--- config.mk ---
export PLATFORM = sky130hd
export DESIGN_NAME = deb_bank
export DESIGN_NICKNAME = d
export VERILOG_FILES = /design/src/inc/deb_pkg.sv /design/src/rtl/deb_bank.sv
export SDC_FILE = /design/constraint.sdc
export NUM_CORES = 1
export LEC_CHECK = 0
export BUFFER_PORTS_ARGS = -buffer_cell sky130_fd_sc_hd__buf_2
export CAP_MARGIN = 10
export CORE_ASPECT_RATIO = 0.9
export CORE_MARGIN = 2
export CORE_UTILIZATION = 46
export DETAILED_ROUTE_END_ITERATION = 8
export PLACE_DENSITY = 0.72
export SYNTH_ARGS = -nofsm -noshare
export SYNTH_HDL_FRONTEND = slang
export SYNTH_SLANG_ARGS = --single-unit
--- constraint.sdc ---
create_clock -name i_core_clk -period 2.5 [get_ports i_core_clk]
set_input_delay 0.25 -clock i_core_clk [delete_from_list [all_inputs] [get_ports i_core_clk]]
set_output_delay 0.25 -clock i_core_clk [all_outputs]
set_load 0.005 [all_outputs]
--- src/inc/deb_pkg.sv ---
package deb_pkg;
    // register offsets on the serial register port
    localparam logic [7:0] SERIAL_DIAG_ENABLE_OFS    = 8'h28;
    localparam logic [7:0] CONVERTER_DIAG_ENABLE_OFS = 8'h29;
    localparam logic [7:0] DIGITAL_DIAG_ENABLE_OFS   = 8'h2A;
    localparam logic [7:0] CONVERSION_RESULT_OFS     = 8'h2C;
    localparam logic [7:0] MAIN_ERROR_FLAGS_OFS      = 8'h2D;
    localparam logic [7:0] SERIAL_ERROR_FLAGS_OFS    = 8'h2E;
    localparam logic [7:0] CONVERTER_ERROR_FLAGS_OFS = 8'h2F;

    // reset values
    localparam logic [7:0]  SERIAL_DIAG_ENABLE_RST    = 8'h10;
    localparam logic [7:0]  CONVERTER_DIAG_ENABLE_RST = 8'h07;
    localparam logic [7:0]  DIGITAL_DIAG_ENABLE_RST   = 8'h0D;
    localparam logic [23:0] CONVERSION_RESULT_RST     = 24'h000000;
    localparam logic [7:0]  FLAGS_RST                 = 8'h00;

    // writable bits of each enable register
    localparam logic [7:0] SERIAL_DIAG_ENABLE_MASK    = 8'h1E;
    localparam logic [7:0] CONVERTER_DIAG_ENABLE_MASK = 8'h3F;
    localparam logic [7:0] DIGITAL_DIAG_ENABLE_MASK   = 8'h1F;

    // serial enable / error fields
    localparam int SER_IGNORE_BIT = 4;
    localparam int SER_SCLK_BIT   = 3;
    localparam int SER_READ_BIT   = 2;
    localparam int SER_WRITE_BIT  = 1;
    localparam int SER_CRC_BIT    = 0;
    localparam logic [7:0] SERIAL_W1C_MASK = 8'h17;

    // converter enable / error fields
    localparam int CNV_DREG_BIT  = 5;
    localparam int CNV_AREG_BIT  = 4;
    localparam int CNV_REF_BIT   = 3;
    localparam int CNV_SAT_BIT   = 2;
    localparam int CNV_UNSET_BIT = 1;
    localparam int CNV_CLK_BIT   = 0;

    // digital enable fields
    localparam int DIG_REGMAP_BIT = 4;
    localparam int DIG_RAM_BIT    = 3;
    localparam int DIG_FUSE_BIT   = 2;
    localparam int DIG_MCLK_BIT   = 0;

    // main error flags fields
    localparam int MAIN_ANY_BIT   = 7;
    localparam int MAIN_CNV_BIT   = 6;
    localparam int MAIN_DIG_BIT   = 5;
    localparam int MAIN_CLK_BIT   = 4;
    localparam int MAIN_SAT_BIT   = 3;
    localparam int MAIN_UNSET_BIT = 2;
    localparam int MAIN_SER_BIT   = 1;
    localparam int MAIN_POR_BIT   = 0;
endpackage : deb_pkg

--- src/rtl/deb_bank.sv ---
`timescale 1ns/10ps

module deb_bank (
    // clock, reset, enable
    input  wire logic        i_core_clk,
    input  wire logic        i_resetn,
    input  wire logic        i_ce,
    // register port from the serial decoder
    input  wire logic [7:0]  i_reg_addr,
    input  wire logic        i_reg_wr,
    input  wire logic [7:0]  i_reg_wdata,
    input  wire logic        i_reg_rd,
    output logic      [23:0] o_reg_rdata,
    // serial interface error events
    input  wire logic        i_ser_ignore_evt,
    input  wire logic        i_sclk_count_evt,
    input  wire logic        i_cs_framed,
    input  wire logic        i_ser_read_evt,
    input  wire logic        i_ser_write_evt,
    input  wire logic        i_ser_crc_evt,
    // converter path error events
    input  wire logic        i_digital_regulator_evt,
    input  wire logic        i_analog_regulator_evt,
    input  wire logic        i_reference_evt,
    input  wire logic        i_filter_saturated_evt,
    input  wire logic        i_filter_unsettled_evt,
    input  wire logic        i_no_clock_evt,
    // digital integrity error events
    input  wire logic        i_regmap_crc_evt,
    input  wire logic        i_ram_crc_evt,
    input  wire logic        i_fuse_crc_evt,
    // power-on flag and conversion data
    input  wire logic        i_por_flag,
    input  wire logic        i_result_valid,
    input  wire logic [23:0] i_result_data,
    // enables steering the checkers, and the main error summary
    output logic             o_regmap_crc_en,
    output logic             o_ram_crc_en,
    output logic             o_fuse_crc_en,
    output logic             o_master_clock_counter_en,
    output logic             o_ext_clock_check_en,
    output logic             o_digital_regulator_mon_en,
    output logic             o_analog_regulator_mon_en,
    output logic             o_reference_detect_en,
    output logic             o_main_error
);
    logic [7:0]  serial_diag_enable_r;
    logic [7:0]  converter_diag_enable_r;
    logic [7:0]  digital_diag_enable_r;
    logic [23:0] conversion_result_r;
    logic [7:0]  serial_error_flags_r;
    logic [7:0]  converter_error_flags_r;
    logic [2:0]  digital_error_r;
    logic [7:0]  main_error_flags;
    logic [7:0]  serial_set;
    logic [7:0]  converter_set;
    logic [2:0]  digital_set;
    logic [7:0]  w1c;
    logic        digital_error_any;

    function automatic logic hit(input logic [7:0] ofs);
        hit = i_ce && i_reg_wr && (i_reg_addr == ofs);
    endfunction : hit

    // serial enable register; reserved bits masked so they always read zero
    always_ff @(posedge i_core_clk) begin
        if (!i_resetn) begin
            serial_diag_enable_r <= deb_pkg::SERIAL_DIAG_ENABLE_RST;
        end else if (hit(deb_pkg::SERIAL_DIAG_ENABLE_OFS)) begin
            serial_diag_enable_r <= i_reg_wdata & deb_pkg::SERIAL_DIAG_ENABLE_MASK;
        end
    end

    // converter enable register
    always_ff @(posedge i_core_clk) begin
        if (!i_resetn) begin
            converter_diag_enable_r <= deb_pkg::CONVERTER_DIAG_ENABLE_RST;
        end else if (hit(deb_pkg::CONVERTER_DIAG_ENABLE_OFS)) begin
            converter_diag_enable_r <= i_reg_wdata & deb_pkg::CONVERTER_DIAG_ENABLE_MASK;
        end
    end

    // digital enable register; reserved bit1 kept writable
    always_ff @(posedge i_core_clk) begin
        if (!i_resetn) begin
            digital_diag_enable_r <= deb_pkg::DIGITAL_DIAG_ENABLE_RST;
        end else if (hit(deb_pkg::DIGITAL_DIAG_ENABLE_OFS)) begin
            digital_diag_enable_r <= i_reg_wdata & deb_pkg::DIGITAL_DIAG_ENABLE_MASK;
        end
    end

    // conversion result, read-only to software
    always_ff @(posedge i_core_clk) begin
        if (!i_resetn) begin
            conversion_result_r <= deb_pkg::CONVERSION_RESULT_RST;
        end else if (i_ce && i_result_valid) begin
            conversion_result_r <= i_result_data;
        end
    end

    // gated event sets
    always_comb begin
        serial_set = 8'h00;
        serial_set[deb_pkg::SER_IGNORE_BIT] = i_ser_ignore_evt && serial_diag_enable_r[deb_pkg::SER_IGNORE_BIT];
        serial_set[deb_pkg::SER_SCLK_BIT]   = i_sclk_count_evt && i_cs_framed
                                              && serial_diag_enable_r[deb_pkg::SER_SCLK_BIT];
        serial_set[deb_pkg::SER_READ_BIT]   = i_ser_read_evt && serial_diag_enable_r[deb_pkg::SER_READ_BIT];
        serial_set[deb_pkg::SER_WRITE_BIT]  = i_ser_write_evt && serial_diag_enable_r[deb_pkg::SER_WRITE_BIT];
        // crc flag has no enable bit of its own
        serial_set[deb_pkg::SER_CRC_BIT]    = i_ser_crc_evt;
        converter_set = 8'h00;
        converter_set[deb_pkg::CNV_DREG_BIT]  = i_digital_regulator_evt && converter_diag_enable_r[deb_pkg::CNV_DREG_BIT];
        converter_set[deb_pkg::CNV_AREG_BIT]  = i_analog_regulator_evt && converter_diag_enable_r[deb_pkg::CNV_AREG_BIT];
        converter_set[deb_pkg::CNV_REF_BIT]   = i_reference_evt && converter_diag_enable_r[deb_pkg::CNV_REF_BIT];
        converter_set[deb_pkg::CNV_SAT_BIT]   = i_filter_saturated_evt && converter_diag_enable_r[deb_pkg::CNV_SAT_BIT];
        converter_set[deb_pkg::CNV_UNSET_BIT] = i_filter_unsettled_evt
                                                && converter_diag_enable_r[deb_pkg::CNV_UNSET_BIT];
        converter_set[deb_pkg::CNV_CLK_BIT]   = i_no_clock_evt && converter_diag_enable_r[deb_pkg::CNV_CLK_BIT];
        digital_set = {i_regmap_crc_evt && digital_diag_enable_r[deb_pkg::DIG_REGMAP_BIT],
                       i_ram_crc_evt && digital_diag_enable_r[deb_pkg::DIG_RAM_BIT],
                       i_fuse_crc_evt && digital_diag_enable_r[deb_pkg::DIG_FUSE_BIT]};
        // clock-count bit is outside the clear mask, so writes never touch it
        w1c = hit(deb_pkg::SERIAL_ERROR_FLAGS_OFS) ? (i_reg_wdata & deb_pkg::SERIAL_W1C_MASK) : 8'h00;
    end

    // serial error flags: set wins over a same-cycle clear
    always_ff @(posedge i_core_clk) begin
        if (!i_resetn) begin
            serial_error_flags_r <= deb_pkg::FLAGS_RST;
        end else if (i_ce) begin
            serial_error_flags_r <= (serial_error_flags_r & ~w1c) | serial_set;
        end
    end

    // converter flags are sticky; only reset clears them
    always_ff @(posedge i_core_clk) begin
        if (!i_resetn) begin
            converter_error_flags_r <= deb_pkg::FLAGS_RST;
        end else if (i_ce) begin
            converter_error_flags_r <= converter_error_flags_r | converter_set;
        end
    end

    // digital flags kept only for the main summary bit
    always_ff @(posedge i_core_clk) begin
        if (!i_resetn) begin
            digital_error_r <= 3'h0;
        end else if (i_ce) begin
            digital_error_r <= digital_error_r | digital_set;
        end
    end

    assign digital_error_any = |digital_error_r;

    // main flags: the no-clock error goes to bit 4, not into the converter OR
    always_comb begin
        main_error_flags = 8'h00;
        main_error_flags[deb_pkg::MAIN_CNV_BIT]   = |converter_error_flags_r[deb_pkg::CNV_DREG_BIT:deb_pkg::CNV_UNSET_BIT];
        main_error_flags[deb_pkg::MAIN_DIG_BIT]   = digital_error_any;
        main_error_flags[deb_pkg::MAIN_CLK_BIT]   = converter_error_flags_r[deb_pkg::CNV_CLK_BIT];
        main_error_flags[deb_pkg::MAIN_SAT_BIT]   = converter_error_flags_r[deb_pkg::CNV_SAT_BIT];
        main_error_flags[deb_pkg::MAIN_UNSET_BIT] = converter_error_flags_r[deb_pkg::CNV_UNSET_BIT];
        main_error_flags[deb_pkg::MAIN_SER_BIT]   = |serial_error_flags_r;
        main_error_flags[deb_pkg::MAIN_POR_BIT]   = i_por_flag;
        main_error_flags[deb_pkg::MAIN_ANY_BIT]   = |main_error_flags[deb_pkg::MAIN_CNV_BIT:deb_pkg::MAIN_SER_BIT];
    end

    // registered read data; unmapped offsets read zero
    always_ff @(posedge i_core_clk) begin
        if (!i_resetn) begin
            o_reg_rdata <= 24'h000000;
        end else if (i_ce && i_reg_rd) begin
            case (i_reg_addr)
                deb_pkg::SERIAL_DIAG_ENABLE_OFS:    o_reg_rdata <= {16'h0000, serial_diag_enable_r};
                deb_pkg::CONVERTER_DIAG_ENABLE_OFS: o_reg_rdata <= {16'h0000, converter_diag_enable_r};
                deb_pkg::DIGITAL_DIAG_ENABLE_OFS:   o_reg_rdata <= {16'h0000, digital_diag_enable_r};
                deb_pkg::CONVERSION_RESULT_OFS:     o_reg_rdata <= conversion_result_r;
                deb_pkg::MAIN_ERROR_FLAGS_OFS:      o_reg_rdata <= {16'h0000, main_error_flags};
                deb_pkg::SERIAL_ERROR_FLAGS_OFS:    o_reg_rdata <= {16'h0000, serial_error_flags_r};
                deb_pkg::CONVERTER_ERROR_FLAGS_OFS: o_reg_rdata <= {16'h0000, converter_error_flags_r};
                default:                            o_reg_rdata <= 24'h000000;
            endcase
        end
    end

    assign o_regmap_crc_en            = digital_diag_enable_r[deb_pkg::DIG_REGMAP_BIT];
    assign o_ram_crc_en               = digital_diag_enable_r[deb_pkg::DIG_RAM_BIT];
    assign o_fuse_crc_en              = digital_diag_enable_r[deb_pkg::DIG_FUSE_BIT];
    assign o_master_clock_counter_en  = digital_diag_enable_r[deb_pkg::DIG_MCLK_BIT];
    assign o_ext_clock_check_en       = converter_diag_enable_r[deb_pkg::CNV_CLK_BIT];
    assign o_digital_regulator_mon_en = converter_diag_enable_r[deb_pkg::CNV_DREG_BIT];
    assign o_analog_regulator_mon_en  = converter_diag_enable_r[deb_pkg::CNV_AREG_BIT];
    assign o_reference_detect_en      = converter_diag_enable_r[deb_pkg::CNV_REF_BIT];
    assign o_main_error               = main_error_flags[deb_pkg::MAIN_ANY_BIT];
endmodule : deb_bank

==> flow_summary.ini <==
[sta]
worstMarginPinSlew_ns = 0.849
fin_crit_ns = 1.98
maxSlewViolCount = 0
slew_headroom_pct = 43.3
fmax_mhz = 505
setup_viol = 0
fin_skew_ns = 0.0110
period_share_pct = 79.2
hold_viol = 0
setup_tns_ns = 0
setup_ws_ns = 0.519
holdWs_ns = 0.139
rsz0062_at_grt = false

[route]
top_layer = met4
met1_length_mm = 4.03
wirelength_mm = 8.52
routed-wl-met2_mm = 3.80
post_drt_via_cell_ratio = 5.42
wl_per_cell_um = 15.6
wl_met3_um = 475
route.detailed.drc = 0
vias = 2952
ant_nets = 0
firstDrtPassIters = 4
drt_first_iter_violations = 120

[placement]
hpwl_mm = 6.01
gp_congestion = 0.875
portBuffers = 92
dp_slack_ns = 0.541

[critical_path]
cp_max_fo = 4
path_class = reg2out
path_delay_family = simple AND/OR/NAND/NOR gates
worstPathArrival_ns = 1.73
cp-start-kind = register
slowest_stage = or4_1
path_cells = or4_1 > nor2_1 > nand3_1 > buf_2
critical_path_buf_inv_count = 1
critPathRequiredTime_ns = 2.25
end_kind = output pin
max_stage_delay_ns = 0.54

[yosys]
synth_seq_cells = 77
synth_cells = 363
synthesis.area_um2 = 3340
synth-edff-count = 0
avgSynthCellArea_um2 = 9.19
synth_ff_type = dfxtp_1
yosysUniqueCellTypes = 49
syn_nets = 425
ys_async_sr_fraction_pct = 0
synth_seq_area_share_pct = 46.2
yosys_warnings = 0

[floorplanning]
die_w_um = 93.8
rows = 29
die-area_um2 = 7950
initial_core_util_pct = 47.4
io_pins = 95
core_um2 = 7040
die_h_um = 84.8

[cts]
cts_hold_buf = 0
htreeDepth = 3
clock-sinks = 77
cts_tree = yes
clkTransAtPathRegs_ns = 0.09
clkLatencyLatePin_ns = 0.35
numCtsBuffers = 9
postCtsSetupBuffers = 0
cts.repair.resized = 0
cts_buffer_depth = 2
ctsRootBufferMaster = clkbuf_8

[global_route]
antenna_found_initial = 0
grt-ovfl-total = 0
grt_pass1_wl_mm = 13.6
track_usage_pct = 21.9
grt_max_degree = 46
first_global_vias = 2819

[layout]
antenna_cells = 0
areaGrowthSynthToFinish_pct = 21.6
fin_nets = 509
fillerInstances = 676
drive_above_1_share_pct = 27.4
utilization_pct = 57.6

[flow_run]
drv_cap = 0

[status]
status = completed

[min_path]
hold_class = in2reg

[power_and_ir_drop]
power_uw = 2430
ir_drop_v = 0.000469
power_density_nw_per_um2 = 599
leakage_uw = 0.00174
-- layout make-up --
class                   count  area, um2  share of cell area [%]
clock inverters             6       68.8                    1.70
repair buffers             99        513                    12.6
multi-input cells         258       1680                    41.5
well taps                  93        116                    2.87
clock buffers              10        128                    3.15
flip-flops and latches     77       1540                    38.0
inverters                   2       7.51                   0.185
-- metal layers --
metal / vias to the layer above / GRT usage [%]
met3: 17 / 5.21
met2: 85 / 32.5
met1: 1385 / 30.5
met5: - / 0
met4: 0 / 9.62
li1: 1465 / -
-- worst min-delay path, cell delays in order --
cell and delay [ns]:
buf_2 0.10, nand2_1 0.04, a21boi_0 0.06
-- state kept, by name, indices dropped and copies added (netlist names) --
| signal | flops |
|---|---|
| converter_diag_enable_r | 6 |
| converter_error_flags_r | 6 |
| serial_diag_enable_r | 4 |
| o_reg_rdata | 24 |
| serial_error_flags_r | 5 |
| conversion_result_r | 24 |
| digital_error_r | 3 |
| digital_diag_enable_r | 5 |
-- synth_stat cells, types with 2 or more instances --
library cell / count / area [um2]
dfxtp_1: 77 / 1540
nand2_1: 68 / 255
nor2b_1: 36 / 225
a21boi_0: 24 / 180
mux2i_1: 21 / 210
clkbuf_1: 20 / 75.1
a22oi_1: 17 / 128
a31oi_1: 16 / 100
nand3_1: 7 / 35.0
nor2_1: 7 / 26.3
buf_2: 5 / 25.0
o21ai_0: 5 / 25.0
and2_1: 4 / 25.0
mux2_2: 4 / 45.0
a21oi_1: 3 / 15.0
a41o_1: 3 / 30.0
o31ai_1: 3 / 22.5
or4_1: 3 / 22.5
a221oi_1: 2 / 17.5
a32o_1: 2 / 20.0
and3b_1: 2 / 17.5
inv_1: 2 / 7.51
nand4b_1: 2 / 17.5
nor3_1: 2 / 10.0
nor3b_1: 2 / 15.0
nor4_1: 2 / 12.5
or3b_4: 2 / 22.5
-- final timing paths --
check | endpoint | startpoint | slack (ns) | depth (start not counted)
worst min-delay path | conversion_result_r[16] | i_result_data[16] | 0.14 | 3
worst max-delay path | o_main_error | converter_error_flags_r[1] | 0.52 | 4
worst min register to register | o_reg_rdata[6] | o_reg_rdata[6] | 0.46 | 2
worst max register to register | o_reg_rdata[7] | converter_error_flags_r[1] | 0.96 | 4
-- cell usage in the layout, fill, tap and decap left out, types with 7 or more instances in the layout --
master	instances
nand3_1	7
dfxtp_1	77
a21boi_0	24
nor2_1	7
a31oi_1	16
buf_2	92
buf_4	7
nand2_1	68
mux2i_1	21
clkbuf_8	9
nor2b_1	36
a22oi_1	17
-- per-stage QoR --
stage | area, um2 | instances
global placement | 3860 | 529
CTS | 4060 | 545
floorplan | 3340 | 363
finish | 4060 | 545
global route | 4060 | 545
detailed placement | 3860 | 529
-- cells by family (layout without fill, tap and decap cells) --
| family | after synthesis | count (layout) | synth area share [%] |
|---|---|---|---|
| and+or+nand+nor | 146 | 146 | 23.1 |
| DFF | 77 | 77 | 46.2 |
| muxes | 26 | 26 | 8.33 |
| buffers and inverters | 28 | 117 | 3.34 |
| AOI/OAI and AO/OA | 86 | 86 | 19.1 |
-- power by group --
part	switching (uW)	internal [uW]	leakage [uW]
combinational	119	99.0	0.00102
sequential	18.2	1250	0.000625
clock	472	469	0.0000973
No activity file was read; power rests on OpenSTA's default activity.
